<file path="src/hdl/dpi_regs.vh">
// Purpose: shared constants of the parallel sample input port
// Assumes: included by bare name from the delay line and top design files; the synchroniser does not include it
// Notes:   addresses are those of the configuration registers whose bits arrive as ports
`ifndef DPI_REGS_VH
`define DPI_REGS_VH

// sample word width and mid-scale code (two's complement zero)
`define DPI_WORD_W          16
`define DPI_MIDSCALE        16'h0000

// latencies in sample-clock cycles
`define DPI_LAT_PORT_A      10
`define DPI_LAT_PORT_B      11
`define DPI_LAT_SINGLE_INT  7

// sample clock to forwarded clock ratios
`define DPI_RATIO_DUAL      4'h4
`define DPI_RATIO_SINGLE    4'h2

// fixed part of the in-phase capture delay, in system clock cycles
`define DPI_CAPT_BASE       4'h2

// configuration register addresses mirrored by port groups
`define DPI_ADDR_OCLK_CFG   8'h02
`define DPI_ADDR_TEST_CFG0  8'h18
`define DPI_ADDR_TEST_CFG1  8'h19

// field positions inside the mirrored registers
`define DPI_TEST_EN_BIT     0
`define DPI_TEST_TIMING_BIT 0

`endif

</file>
<file path="src/hdl/dpi_sync.v">
// Purpose: two-flop synchroniser for a group of asynchronous levels
// Assumes: each bit is an independent level; reset is held long enough to flush the chain
// Notes:   the first stage feeds only the second stage; no reset, so the chain always shows the pin
`timescale 1ns/1ps
module dpi_sync #(
  parameter WIDTH = 1
) (
  input  wire             clk_sys_in,
  input  wire [WIDTH-1:0] async_in,
  output wire [WIDTH-1:0] sync_out
);

  reg [WIDTH-1:0] meta_ff;  // first stage, may go metastable
  reg [WIDTH-1:0] sync_ff;  // second stage, safe to use

  // plain two-stage chain; it follows the pins through reset, because a zeroed chain
  // would fake a clock edge and a power-down request just after reset is released
  always @(posedge clk_sys_in)
  begin
    meta_ff <= async_in;
    sync_ff <= meta_ff;
  end

  assign sync_out = sync_ff;

endmodule

</file>
<file path="src/hdl/dpi_delay.v">
// Purpose: fixed sample-clock delay line for converter words
// Assumes: shift_in pulses once per sample-clock rising edge
// Notes:   a word loaded on tick t appears on word_out at tick t+DEPTH-1
`timescale 1ns/1ps
`include "dpi_regs.vh"
module dpi_delay #(
  parameter WIDTH = 16,
  parameter DEPTH = 10
) (
  input  wire             clk_sys_in,
  input  wire             rst_n_in,
  input  wire             clear_in,
  input  wire             shift_in,
  input  wire [WIDTH-1:0] word_in,
  output reg  [WIDTH-1:0] word_out
);

  reg [WIDTH-1:0] stage_mem [0:DEPTH-2];  // stages before the output flop
  integer         i;

  // shift on each tick; clear flushes to mid-scale so power-down leaves no stale code
  always @(posedge clk_sys_in)
  begin
    if (!rst_n_in || clear_in)
    begin
      for (i = 0; i < DEPTH-1; i = i + 1)
        stage_mem[i] <= `DPI_MIDSCALE;
      word_out <= `DPI_MIDSCALE;
    end
    else if (shift_in)
    begin
      stage_mem[0] <= word_in;
      for (i = 1; i < DEPTH-1; i = i + 1)
        stage_mem[i] <= stage_mem[i-1];
      word_out <= stage_mem[DEPTH-2];
    end
  end

endmodule

</file>
<file path="src/hdl/dpi_top.v">
// Purpose: parallel sample input port: capture, interleave, retime, delay, clock out
// Assumes: clk_sys_in is much faster than both the forwarded and the sample clock
// Notes:   both incoming clocks are sampled, their edges found after two flops
//
// How it works
// - dual mode uses port A; single ignores it
// - single mode takes every sample from port B
// - port B word follows port A by one cycle
// - words are two's complement, passed unchanged
// - forwarded clock is quarter or half sample clock
// - host clock output divides sample clock by four/two
// - drive current and termination follow select bits
// - phase select and three-bit capture timing adjust
// - latency counted in sample-clock cycles from capture
// - all-zero code is mid-scale output
// - power-down while power-down input is low
// - test output pair driven by two control bytes
// - dual latency ten for A, eleven for B
// - single latency 7.5 from following falling edge
// - four capture groups, four-to-one mux, A first
`timescale 1ns/1ps
`include "dpi_regs.vh"
module dpi_top #(
  parameter WORD_W = `DPI_WORD_W
) (
  input  wire              clk_sys_in,
  input  wire              rst_n_in,
  input  wire              converter_sample_clock_in,
  input  wire              forwarded_input_clock_in,
  input  wire [WORD_W-1:0] port_a_sample_lanes_in,
  input  wire [WORD_W-1:0] port_b_sample_lanes_in,
  input  wire              power_down_n_in,
  input  wire              dual_port_mode_in,
  input  wire              out_clock_rate_sel_in,
  input  wire              out_clock_current_sel_in,
  input  wire              out_clock_term_enable_in,
  input  wire              in_clock_phase_sel_in,
  input  wire [2:0]        in_capture_timing_adjust_in,
  input  wire [7:0]        test_ctrl0_in,
  input  wire [7:0]        test_ctrl1_in,
  output reg  [WORD_W-1:0] converter_current_output_out,
  output reg               converter_update_out,
  output reg               host_clock_output_out,
  output reg               out_clock_drive_50ohm_out,
  output reg               out_clock_term_on_out,
  output reg               test_output_pair_out,
  output reg               test_output_en_out,
  output reg               clock_ratio_error_out,
  output reg               powered_down_out
);

  // synchronised pins
  wire [2:0]          clk_sync;     // sample clock, forwarded clock, power-down
  wire [2*WORD_W-1:0] lane_sync;    // port B high half, port A low half
  wire                sclk_s;       // sampled converter clock level
  wire                fclk_s;       // sampled forwarded clock level
  wire                pd_n_s;       // sampled power-down level
  wire [WORD_W-1:0]   lane_a_s;     // sampled port A lanes
  wire [WORD_W-1:0]   lane_b_s;     // sampled port B lanes

  // edge detection history
  reg                 sclk_d_ff;    // previous sample clock level
  reg                 fclk_d_ff;    // previous forwarded clock level
  wire                s_rise;       // sample clock rising edge
  wire                s_fall;       // sample clock falling edge
  wire                f_rise;       // forwarded clock rising edge
  wire                f_edge;       // either forwarded clock edge

  // capture machinery
  reg  [3:0]          cap_cnt_ff;   // delay left before capture
  reg                 cap_wait_ff;  // a capture is scheduled
  reg                 cap_rise_ff;  // scheduled capture belongs to a rising edge
  reg  [WORD_W-1:0]   a_rise_ff;    // group 1: port A at rising edge
  reg  [WORD_W-1:0]   b_rise_ff;    // group 2: port B at rising edge
  reg  [WORD_W-1:0]   a_fall_ff;    // group 3: port A at falling edge
  reg  [WORD_W-1:0]   b_fall_ff;    // group 4: port B at falling edge
  reg                 cap_done_ff;  // one-cycle pulse: a group pair was loaded
  reg                 cap_edge_ff;  // edge of the last loaded pair, 1 = rising
  reg                 cap_tog_ff;   // toggles per capture, seen on the test pair

  // interleave state
  reg                 pend_a_ff;    // port A word waits for a sample edge
  reg                 pend_b_ff;    // port B word waits for a sample edge
  reg                 armed_ff;     // single mode: falling edge seen after capture
  reg                 arm_edge_ff;  // capture edge of the armed word, 1 = rising
  reg  [WORD_W-1:0]   nxt_word;     // word entering the delay lines this tick
  reg                 take_a;       // this tick consumes the port A word
  reg                 take_b;       // this tick consumes the port B word

  // delay line outputs
  wire [WORD_W-1:0]   dual_word;    // dual path output
  wire [WORD_W-1:0]   single_word;  // single path output

  // host clock divider and ratio check
  reg  [1:0]          div_cnt_ff;   // sample edges since last output toggle
  reg  [3:0]          ratio_cnt_ff; // sample edges since last forwarded rise
  reg                 ratio_seen_ff;// a forwarded rise has been counted from

  // capture delay for the in-phase case: fixed margin plus adjust step
  function [3:0] capt_delay;
    input [2:0] adj;
    begin
      capt_delay = `DPI_CAPT_BASE + {1'b0, adj};
    end
  endfunction

  // group selection of the 4:1 mux: pick the rising or falling pair
  function [WORD_W-1:0] pick_group;
    input             rise;
    input [WORD_W-1:0] from_rise;
    input [WORD_W-1:0] from_fall;
    begin
      pick_group = rise ? from_rise : from_fall;
    end
  endfunction

  // one synchroniser for the clocks and power-down, one for the lanes
  dpi_sync #(
    .WIDTH (3)
  ) u_sync_ctl (
    .clk_sys_in (clk_sys_in),
    .async_in   ({converter_sample_clock_in, forwarded_input_clock_in, power_down_n_in}),
    .sync_out   (clk_sync)
  );

  dpi_sync #(
    .WIDTH (2*WORD_W)
  ) u_sync_lane (
    .clk_sys_in (clk_sys_in),
    .async_in   ({port_b_sample_lanes_in, port_a_sample_lanes_in}),
    .sync_out   (lane_sync)
  );

  assign sclk_s   = clk_sync[2];
  assign fclk_s   = clk_sync[1];
  assign pd_n_s   = clk_sync[0];
  assign lane_a_s = lane_sync[WORD_W-1:0];
  assign lane_b_s = lane_sync[2*WORD_W-1:WORD_W];

  // edges are found from the second stage only; the history follows the pin
  // through reset, so the first edge seen after reset is a real one
  always @(posedge clk_sys_in)
  begin
    sclk_d_ff <= sclk_s;
    fclk_d_ff <= fclk_s;
  end

  assign s_rise = sclk_s & ~sclk_d_ff;
  assign s_fall = ~sclk_s & sclk_d_ff;
  assign f_rise = fclk_s & ~fclk_d_ff;
  assign f_edge = fclk_s ^ fclk_d_ff;

  // capture on both forwarded clock edges into four groups
  // quadrature clock: data is centred on the edge, so take it at once;
  // in-phase clock: data changes at the edge, so wait for the eye
  always @(posedge clk_sys_in)
  begin
    if (!rst_n_in || !pd_n_s)
    begin
      cap_cnt_ff  <= 4'h0;
      cap_wait_ff <= 1'b0;
      cap_rise_ff <= 1'b0;
      a_rise_ff   <= `DPI_MIDSCALE;
      b_rise_ff   <= `DPI_MIDSCALE;
      a_fall_ff   <= `DPI_MIDSCALE;
      b_fall_ff   <= `DPI_MIDSCALE;
      cap_done_ff <= 1'b0;
      cap_edge_ff <= 1'b0;
      cap_tog_ff  <= 1'b0;
    end
    else
    begin
      cap_done_ff <= 1'b0;
      if (f_edge)
      begin
        // a new edge restarts the wait; lanes still hold this edge's data
        cap_wait_ff <= 1'b1;
        cap_rise_ff <= fclk_s;
        cap_cnt_ff  <= in_clock_phase_sel_in ? 4'h0 : capt_delay(in_capture_timing_adjust_in);
      end
      else if (cap_wait_ff && cap_cnt_ff != 4'h0)
        cap_cnt_ff <= cap_cnt_ff - 4'h1;
      else if (cap_wait_ff)
      begin
        // rising and falling groups for each port
        cap_wait_ff <= 1'b0;
        cap_done_ff <= 1'b1;
        cap_edge_ff <= cap_rise_ff;
        cap_tog_ff  <= ~cap_tog_ff;
        if (cap_rise_ff)
        begin
          a_rise_ff <= dual_port_mode_in ? lane_a_s : `DPI_MIDSCALE;
          b_rise_ff <= lane_b_s;
        end
        else
        begin
          a_fall_ff <= dual_port_mode_in ? lane_a_s : `DPI_MIDSCALE;
          b_fall_ff <= lane_b_s;
        end
      end
    end
  end

  // pick the word for this sample tick; idle ticks insert mid-scale
  always @*
  begin
    nxt_word = `DPI_MIDSCALE;
    take_a   = 1'b0;
    take_b   = 1'b0;
    if (dual_port_mode_in)
    begin
      // port A goes first, port B on the following tick
      if (pend_b_ff)
      begin
        nxt_word = pick_group(cap_edge_ff, b_rise_ff, b_fall_ff);
        take_b   = 1'b1;
      end
      else if (pend_a_ff)
      begin
        nxt_word = pick_group(cap_edge_ff, a_rise_ff, a_fall_ff);
        take_a   = 1'b1;
      end
    end
    else if (armed_ff)
    begin
      nxt_word = pick_group(arm_edge_ff, b_rise_ff, b_fall_ff);
      take_b   = 1'b1;
    end
  end

  // pending flags: a fresh capture wins over consumption in the same cycle
  always @(posedge clk_sys_in)
  begin
    if (!rst_n_in || !pd_n_s)
    begin
      pend_a_ff   <= 1'b0;
      pend_b_ff   <= 1'b0;
      armed_ff    <= 1'b0;
      arm_edge_ff <= 1'b0;
    end
    else if (dual_port_mode_in)
    begin
      armed_ff <= 1'b0;
      if (cap_done_ff)
      begin
        pend_a_ff <= 1'b1;
        pend_b_ff <= 1'b0;
      end
      else if (s_rise && take_a)
      begin
        pend_a_ff <= 1'b0;
        pend_b_ff <= 1'b1;
      end
      else if (s_rise && take_b)
        pend_b_ff <= 1'b0;
    end
    else
    begin
      // count from the falling edge that follows the capture
      // the next capture lands before the armed word is used, so it keeps its own group
      pend_a_ff <= 1'b0;
      if (s_fall && pend_b_ff)
      begin
        armed_ff    <= 1'b1;
        arm_edge_ff <= cap_edge_ff;
      end
      else if (s_rise && armed_ff)
        armed_ff <= 1'b0;
      if (cap_done_ff)
        pend_b_ff <= 1'b1;
      else if (s_fall)
        pend_b_ff <= 1'b0;
    end
  end

  // single-mode capture marks port B pending through the same flag
  // (the dual branch never sees it set here because the mode gates it)

  // dual path: A loaded on the first tick lands ten ticks later
  // B loaded one tick after it lands eleven ticks after the first tick
  dpi_delay #(
    .WIDTH (WORD_W),
    .DEPTH (`DPI_LAT_PORT_A)
  ) u_delay_dual (
    .clk_sys_in (clk_sys_in),
    .rst_n_in   (rst_n_in),
    .clear_in   (!pd_n_s),
    .shift_in   (s_rise),
    .word_in    (nxt_word),
    .word_out   (dual_word)
  );

  // single path: loaded half a cycle after the falling edge, seven more
  dpi_delay #(
    .WIDTH (WORD_W),
    .DEPTH (`DPI_LAT_SINGLE_INT)
  ) u_delay_single (
    .clk_sys_in (clk_sys_in),
    .rst_n_in   (rst_n_in),
    .clear_in   (!pd_n_s),
    .shift_in   (s_rise),
    .word_in    (nxt_word),
    .word_out   (single_word)
  );

  // converter update on each sample rising edge; codes pass untouched
  always @(posedge clk_sys_in)
  begin
    if (!rst_n_in || !pd_n_s)
    begin
      converter_current_output_out <= `DPI_MIDSCALE;
      converter_update_out         <= 1'b0;
    end
    else
    begin
      converter_update_out <= s_rise;
      if (s_rise)
        converter_current_output_out <= dual_port_mode_in ? dual_word : single_word;
    end
  end

  // host clock: toggle every two sample edges for /4, every edge for /2
  always @(posedge clk_sys_in)
  begin
    if (!rst_n_in || !pd_n_s)
    begin
      div_cnt_ff            <= 2'h0;
      host_clock_output_out <= 1'b0;
    end
    else if (s_rise)
    begin
      if (!out_clock_rate_sel_in || div_cnt_ff == 2'h1)
      begin
        div_cnt_ff            <= 2'h0;
        host_clock_output_out <= ~host_clock_output_out;
      end
      else
        div_cnt_ff <= div_cnt_ff + 2'h1;
    end
  end

  // ratio check: sample edges per forwarded period must match the mode
  always @(posedge clk_sys_in)
  begin
    if (!rst_n_in || !pd_n_s)
    begin
      ratio_cnt_ff          <= 4'h0;
      ratio_seen_ff         <= 1'b0;
      clock_ratio_error_out <= 1'b0;
    end
    else
    begin
      if (f_rise)
      begin
        ratio_seen_ff <= 1'b1;
        ratio_cnt_ff  <= {3'h0, s_rise};
        if (ratio_seen_ff)
          clock_ratio_error_out <= ratio_cnt_ff !=
            (dual_port_mode_in ? `DPI_RATIO_DUAL : `DPI_RATIO_SINGLE);
      end
      else if (s_rise && ratio_cnt_ff != 4'hF)
        ratio_cnt_ff <= ratio_cnt_ff + 4'h1;
    end
  end

  // analog controls, power state and test pair
  always @(posedge clk_sys_in)
  begin
    if (!rst_n_in)
    begin
      out_clock_drive_50ohm_out <= 1'b0;
      out_clock_term_on_out     <= 1'b0;
      test_output_pair_out      <= 1'b0;
      test_output_en_out        <= 1'b0;
      powered_down_out          <= 1'b0;
    end
    else
    begin
      out_clock_drive_50ohm_out <= out_clock_current_sel_in;
      out_clock_term_on_out     <= out_clock_term_enable_in;
      powered_down_out          <= ~pd_n_s;
      test_output_en_out        <= test_ctrl0_in[`DPI_TEST_EN_BIT] & pd_n_s;
      // timing mode shows each capture as a level change; otherwise held low
      test_output_pair_out      <= test_ctrl0_in[`DPI_TEST_EN_BIT] &
                                   test_ctrl1_in[`DPI_TEST_TIMING_BIT] & cap_tog_ff;
    end
  end

endmodule

</file>
<file path="config.mk">
export PLATFORM = sky130hd
export DESIGN_NAME = dpi_top
export DESIGN_NICKNAME = d
export VERILOG_FILES = /design/src/hdl/dpi_sync.v /design/src/hdl/dpi_delay.v /design/src/hdl/dpi_top.v
export VERILOG_INCLUDE_DIRS = /design/src /design/src/hdl
export SDC_FILE = /design/constraint.sdc
export NUM_CORES = 1
export LEC_CHECK = 0
export BUFFER_PORTS_ARGS = -buffer_cell sky130_fd_sc_hd__buf_2
export CAP_MARGIN = 30
export CELL_PAD_IN_SITES_DETAIL_PLACEMENT = 1
export CELL_PAD_IN_SITES_GLOBAL_PLACEMENT = 1
export CORE_MARGIN = 2
export CORE_UTILIZATION = 44
export CTS_CLUSTER_DIAMETER = 200
export DETAILED_ROUTE_END_ITERATION = 12
export HOLD_SLACK_MARGIN = 0.08
export PLACE_DENSITY_LB_ADDON = 0.2
export SLEW_MARGIN = 10
export SYNTH_ARGS = -nofsm -noshare
export SYNTH_HDL_FRONTEND = slang
export SYNTH_SLANG_ARGS = --single-unit
</file>
<file path="constraint.sdc">
create_clock -name clk_sys_in -period 5.9 [get_ports clk_sys_in]
set_clock_uncertainty 0.15 [all_clocks]
set_input_delay 1.77 -clock clk_sys_in [delete_from_list [all_inputs] [get_ports clk_sys_in]]
set_output_delay 1.77 -clock clk_sys_in [all_outputs]
set_load 0.05 [all_outputs]
</file>
# Word-level counts from Yosys, hierarchy flattened
# Memories as Yosys holds them, arrays and structs flattened. A register that Yosys moved wholly into a read port is not among the register bits.
# Index checks and enable logic that the tools add are counted.
[classes]
addsub = 4
n_eq_ne = 5
muxes = 55
bitwise_logic = 32
reduce_logical = 28
[op_table]
columns = ["operator", "count"]
rows = [
  ["$mux W16", 24],
  ["$mux W1", 26],
  ["$or A1 B1 Y1", 15],
  ["$mux W4", 3],
  ["$not A1 Y1", 10],
  ["$reduce_and A2 Y1", 4],
  ["$reduce_and A4 Y1", 2],
  ["$reduce_bool A2 Y1", 4],
  ["$and A1 B1 Y1", 6],
  ["$logic_and A1 B1 Y1", 6],
  ["$reduce_or A2 Y1", 3],
  ["$add A2 B3 Y4 const A", 1],
  ["$add A4 B1 Y4 const B", 1],
  ["$ne A4 B1 Y1 const B", 1],
  ["$ne A4 B3 Y1", 1],
  ["$ne A4 B4 Y1 const B", 1],
  ["$reduce_bool A4 Y1", 1],
  ["$sub A4 B1 Y4 const B", 1],
  ["$logic_not A1 Y1", 3],
  ["$mux W3", 1],
  ["$reduce_and A3 Y1", 1],
  ["$reduce_bool A3 Y1", 1],
  ["$reduce_or A3 Y1", 1],
  ["$add A2 B1 Y2 const B", 1],
  ["5 further kinds", 6],
]
[word_totals]
ff_bits = 180
mem_bits_rw = 240
out_inout_bits = 24
word_cells = 159
mem_count = 2
[mem_list]
columns = ["memory", "words", "word_bits", "rd", "rd_clocked_by_memory_dff", "wr", "line_no", "rtl"]
rows = [
  ["u_delay_dual.stage_mem", 9, 16, 9, 1, 9, "dpi_delay.v:18", "reg [WIDTH-1:0] stage_mem [0:DEPTH-2];"],
  ["u_delay_single.stage_mem", 6, 16, 6, 1, 6, "dpi_delay.v:18", ""],
]

# Depth between registers and ports, before layout
[logic_depth]
ltp_word = 7
mapped_depth = 7
ltp_nobuf = 5

# Hierarchy
# A second synthesis with hierarchy kept.
[hier_totals]
cells_unflattened = 1246
hier_area_um2 = 16743.6
[by_module_without_submodules]
columns = ["mod", "instances", "cells_per_inst", "area_each_um2"]
rows = [
  ["dpi_delay at u_delay_dual", 1, 359, 5930.7],
  ["dpi_top", 1, 560, 5253.8],
  ["dpi_delay at u_delay_single", 1, 257, 4157.7],
  ["dpi_sync at u_sync_lane", 1, 64, 1281.2],
  ["dpi_sync at u_sync_ctl", 1, 6, 120.1],
]

# Worst setup path before layout
# Ideal clock, no wire load.
[synth_timing]
path_type = "input to register"
from = "input port rst_n_in"
to = "memory u_delay_dual.stage_mem[0][0], enable pin"
arrival_time_ns = 4.630
t_required_ns = 4.520
path_slack_ns = -0.109
cell_stages = 4
path_buffers = 2
path_cell_list = "and2_1 buf_2 buf_2 nand2_1"
[synth_rtl]
columns = ["item", "line_no", "rtl"]
rows = [
  ["start: declaration", "dpi_top.v:27", "input wire rst_n_in,"],
  ["end: declaration", "dpi_delay.v:18", ""],
]

==> run_summary.xml <==
<?xml version="1.0" encoding="UTF-8"?>
<metrics>
  <group name="sta">
    <metric name="worst_slew_margin" unit="">0.3503</metric>
    <metric name="worstMarginPinSlew" unit="ns">0.9702</metric>
    <metric name="hold_ws" unit="ns">0.1741</metric>
    <metric name="final.setup.tns" unit="ns">0</metric>
    <metric name="final.period_utilization" unit="">0.5325</metric>
    <metric name="report.final.slew_viol_count" unit="">0</metric>
    <metric name="grt_setup_unrepaired" unit="">false</metric>
    <metric name="finish_stage_setup_viols" unit="">0</metric>
    <metric name="achievable-frequency" unit="MHz">318.3</metric>
    <metric name="period_minus_slack" unit="ns">3.142</metric>
    <metric name="final-hold-violation-count" unit="">0</metric>
  </group>
  <group name="routing">
    <metric name="drt-total-wl" unit="µm">24610</metric>
    <metric name="detail_route.drc_violations" unit="">0</metric>
    <metric name="routed_via_density" unit="">5.059</metric>
    <metric name="dr_total_vias" unit="">7680</metric>
    <metric name="drt_first_iter_violations" unit="">366</metric>
    <metric name="drt_pre_antenna_iters" unit="">4</metric>
    <metric name="antenna_violating_nets_post_route" unit="">0</metric>
    <metric name="wl_per_cell" unit="µm">16.21</metric>
  </group>
  <group name="setup_path">
    <metric name="worst_ep_arrival_time" unit="ns">3.18</metric>
    <metric name="worst_setup_path_end_kind" unit="">register</metric>
    <metric name="timing.critical_path.cells" unit="">buf_2 -&gt; nor2b_1 -&gt; nand2_1 -&gt; o22ai_1</metric>
    <metric name="start_kind" unit="">input port</metric>
    <metric name="critPathKind" unit="">input port to register</metric>
    <metric name="timing.critical_path.fanout_max" unit="">22</metric>
    <metric name="worst_path_largest_cell_delay" unit="ns">0.60</metric>
    <metric name="critPathSlowestCell" unit="">nand2_1</metric>
    <metric name="cpLargestDelayFamily" unit="">simple AND/OR/NAND/NOR gates</metric>
    <metric name="cp_data_required_time" unit="ns">5.94</metric>
    <metric name="path_buf_inv" unit="">1</metric>
  </group>
  <group name="synthesis">
    <metric name="avgSynthCellArea" unit="µm²">12.31</metric>
    <metric name="synth-seq-area-share" unit="">0.6615</metric>
    <metric name="synth_edf_count" unit="">144</metric>
    <metric name="netlist_area" unit="µm²">12950</metric>
    <metric name="synthesis.yosys.warnings" unit="">0</metric>
    <metric name="synthDistinctLibCells" unit="">51</metric>
    <metric name="synthesis.instances" unit="">1052</metric>
    <metric name="synth-seq-cells" unit="">356</metric>
    <metric name="async_reset_ff_frac" unit="">0</metric>
    <metric name="synth_ff_type" unit="">dfxtp_1</metric>
    <metric name="syn_nets" unit="">1118</metric>
  </group>
  <group name="power_and_ir_drop">
    <metric name="switching_power" unit="W">0.001075</metric>
    <metric name="clkPwrFrac" unit="">0.444</metric>
    <metric name="sw_ratio" unit="">0.2100</metric>
    <metric name="internal-power" unit="W">0.004042</metric>
    <metric name="p_comb_frac" unit="">0.034</metric>
    <metric name="power.static_leakage" unit="nW">5.891</metric>
    <metric name="power_density_over_cell_area" unit="nW/µm²">344.4</metric>
    <metric name="seq_power_share" unit="">0.522</metric>
    <metric name="vdd_ir_drop_max" unit="mV">0.2626</metric>
  </group>
  <group name="finish">
    <metric name="post_synthesis_to_final_layout_area_growth" unit="%">14.69</metric>
    <metric name="insertedDiodeCount" unit="">0</metric>
    <metric name="final_area" unit="µm²">14860</metric>
    <metric name="share_of_layout_cells_above_drive_strength_1" unit="">0.1605</metric>
    <metric name="regArea" unit="µm²">8569</metric>
    <metric name="finish.net_count" unit="">1172</metric>
    <metric name="multi_input_comb_area" unit="µm²">4036</metric>
    <metric name="final.fill_count" unit="">2986</metric>
  </group>
  <group name="die">
    <metric name="die_width" unit="µm">175.6</metric>
    <metric name="fp.dieArea" unit="µm²">30830</metric>
    <metric name="effective_utilization_at_floorplan" unit="">0.4488</metric>
    <metric name="io-pin-count" unit="">85</metric>
    <metric name="fp-row-count" unit="">62</metric>
    <metric name="core_area" unit="µm²">28860</metric>
    <metric name="fp.dieH" unit="µm">175.6</metric>
  </group>
  <group name="global_route">
    <metric name="antenna_found_initial" unit="">0</metric>
    <metric name="groute.usage.overall" unit="">0.1613</metric>
    <metric name="grt_max_degree" unit="">126</metric>
    <metric name="via_count_of_the_first_global_routing_pass" unit="">7908</metric>
    <metric name="grt_overflow_total" unit="">0</metric>
    <metric name="global_route_wire_length_before_repair" unit="µm">40410</metric>
  </group>
  <group name="min_path">
    <metric name="holdCritPathClass" unit="">register to register</metric>
  </group>
  <group name="placed_design">
    <metric name="place.port_buffers" unit="">70</metric>
    <metric name="place_area" unit="µm²">13610</metric>
    <metric name="place_hpwl" unit="µm">14000</metric>
    <metric name="place_congestion" unit="">0.6977</metric>
  </group>
  <group name="clock_tree">
    <metric name="cts-htree-levels" unit="">2</metric>
    <metric name="clk_pin_slew_worst_paths" unit="ns">0.06</metric>
    <metric name="clock_insertion_delay_worst_skew" unit="ns">0.51</metric>
    <metric name="post_cts_resized" unit="">0</metric>
    <metric name="cts.sink_count" unit="">356</metric>
    <metric name="tritoncts_clock_tree" unit="">built</metric>
    <metric name="number_of_setup_buffers_added_after_cts" unit="">0</metric>
    <metric name="cts_root_buf" unit="">clkbuf_16</metric>
    <metric name="cts.path.max_buffers" unit="">3</metric>
    <metric name="numCtsBuffers" unit="">37</metric>
    <metric name="cts_hold_repair.buffers" unit="">0</metric>
  </group>
  <group name="run_status">
    <metric name="status" unit="">completed</metric>
  </group>
  <group name="run">
    <metric name="maxCapViolations" unit="">0</metric>
  </group>
</metrics>
## registers in the layout, indices dropped and copies added, names as in the netlist, 2 cells and up
register	flops
u_sync_lane.sync_out	32
a_fall_ff	16
u_delay_dual.stage_mem	141
u_delay_dual.word_out	16
div_cnt_ff	2
u_sync_ctl.meta_ff	3
b_fall_ff	16
u_sync_ctl.sync_out	3
u_delay_single.stage_mem	3
cap_cnt_ff	4
ratio_cnt_ff	4
converter_current_output_out	16
u_sync_lane.meta_ff	32
u_delay_single.word_out	16
a_rise_ff	16
b_rise_ff	16
## cell families (layout without fill, tap and decap cells)
kind of cell	Yosys count	after routing	synth area share
adder cells (fa/ha/maj)	5	5	0.004830
AND/OR/NAND/NOR	367	367	0.1446
flip-flops	356	356	0.6615
AO/OA/AOI/OAI	117	117	0.05680
buffers and inverters	78	160	0.02966
multiplexers	129	129	0.1026
## final timing paths
check / startpoint / cells after the start / slack [ns] / end
worst min-delay path: u_sync_lane.meta_ff[6] / 0 / 0.17 / u_sync_lane.sync_out[6]
worst min register to register: u_sync_lane.meta_ff[6] / 0 / 0.17 / u_sync_lane.sync_out[6]
worst max-delay path: dual_port_mode_in / 4 / 2.76 / u_delay_dual.stage_mem[0][2]
worst max register to register: u_sync_ctl.sync_out[1] / 5 / 3.38 / a_fall_ff[15]
## cells in the mapped netlist, drive strengths merged (2+ instances only)
cell,number,area share
inv,9,0.0026
nor3,2,0.00077
a211oi,19,0.011
buf,35,0.017
nor2,24,0.0070
o22ai,15,0.0072
a22oi,15,0.0087
nor3b,2,0.0012
o211a,2,0.0015
nor2b,6,0.0029
dfxtp,212,0.33
edfxtp,144,0.33
nand4b,2,0.0018
nand3,21,0.0085
and3,3,0.0014
nand2,154,0.045
or3,6,0.0029
mux2,30,0.026
and4b,4,0.0031
a21oi,46,0.018
ha,5,0.0048
o21ai,9,0.0035
nor4bb,2,0.0015
nand2b,3,0.0014
mux2i,99,0.077
clkbuf,34,0.0099
and2,131,0.063
## metrics by stage
step                worst slack, ns  power, W    util  cells
CTS                           2.700  0.005192  0.5129   1516
finish                        2.758  0.005117  0.5148   1518
floorplan                     1.358  0.002836       -   1052
global placement              2.188  0.002890  0.4691   1446
global route                  2.685  0.005315  0.5148   1518
detailed placement            2.167  0.002898  0.4717   1449
## routing by layer
metal | wire length, µm | share of wire | up-vias | track usage
li1 | - | - | 3772 | -
met1 | 11250 | 0.46 | 3770 | 0.2120
met2 | 12030 | 0.49 | 110 | 0.2735
met3 | 939 | 0.038 | 28 | 0.03160
met4 | 391 | 0.016 | 0 | 0.04270
met5 | 0 | 0 | - | 0
## placed cells by master (no fill, tap or decap), drive strengths merged, types with 12 or more instances in the layout
master  instances
a211oi         19
a21oi          46
a22oi          15
and2          131
buf            84
clkbuf         51
dfxtp         212
edfxtp        144
inv            12
mux2           30
mux2i          99
nand2         154
nand3          21
nor2           24
o22ai          15
## power by group through the flow
stage / Combinational, W / Sequential, W / Clock [W]
3_3_place_gp: 0.000168 / 0.00272 / 0
6_report: 0.000173 / 0.00267 / 0.00227
4_1_cts: 0.000174 / 0.00267 / 0.00235
3_5_place_dp: 0.000173 / 0.00273 / 0
2_1_floorplan: 0.000104 / 0.00273 / 0
5_1_grt: 0.000192 / 0.00268 / 0.00244
## area by class of cell
cell class | count | share of cell area
tap | 384 | 0.03234
timing repair buffer | 84 | 0.03689
inverter | 9 | 0.002274
clock buffer | 51 | 0.06856
sequential | 356 | 0.5769
clock inverter | 16 | 0.01137
multi-input combinational | 618 | 0.2717
## worst register-to-register path: stages, from the launching register on
cell and delay (ns):
dfxtp_1 0.33, ha_1 0.56, nand4b_2 0.24, or3_2 0.69
buf_12 0.27, mux2i_1 0.20
(Power assumes the default switching activity.)
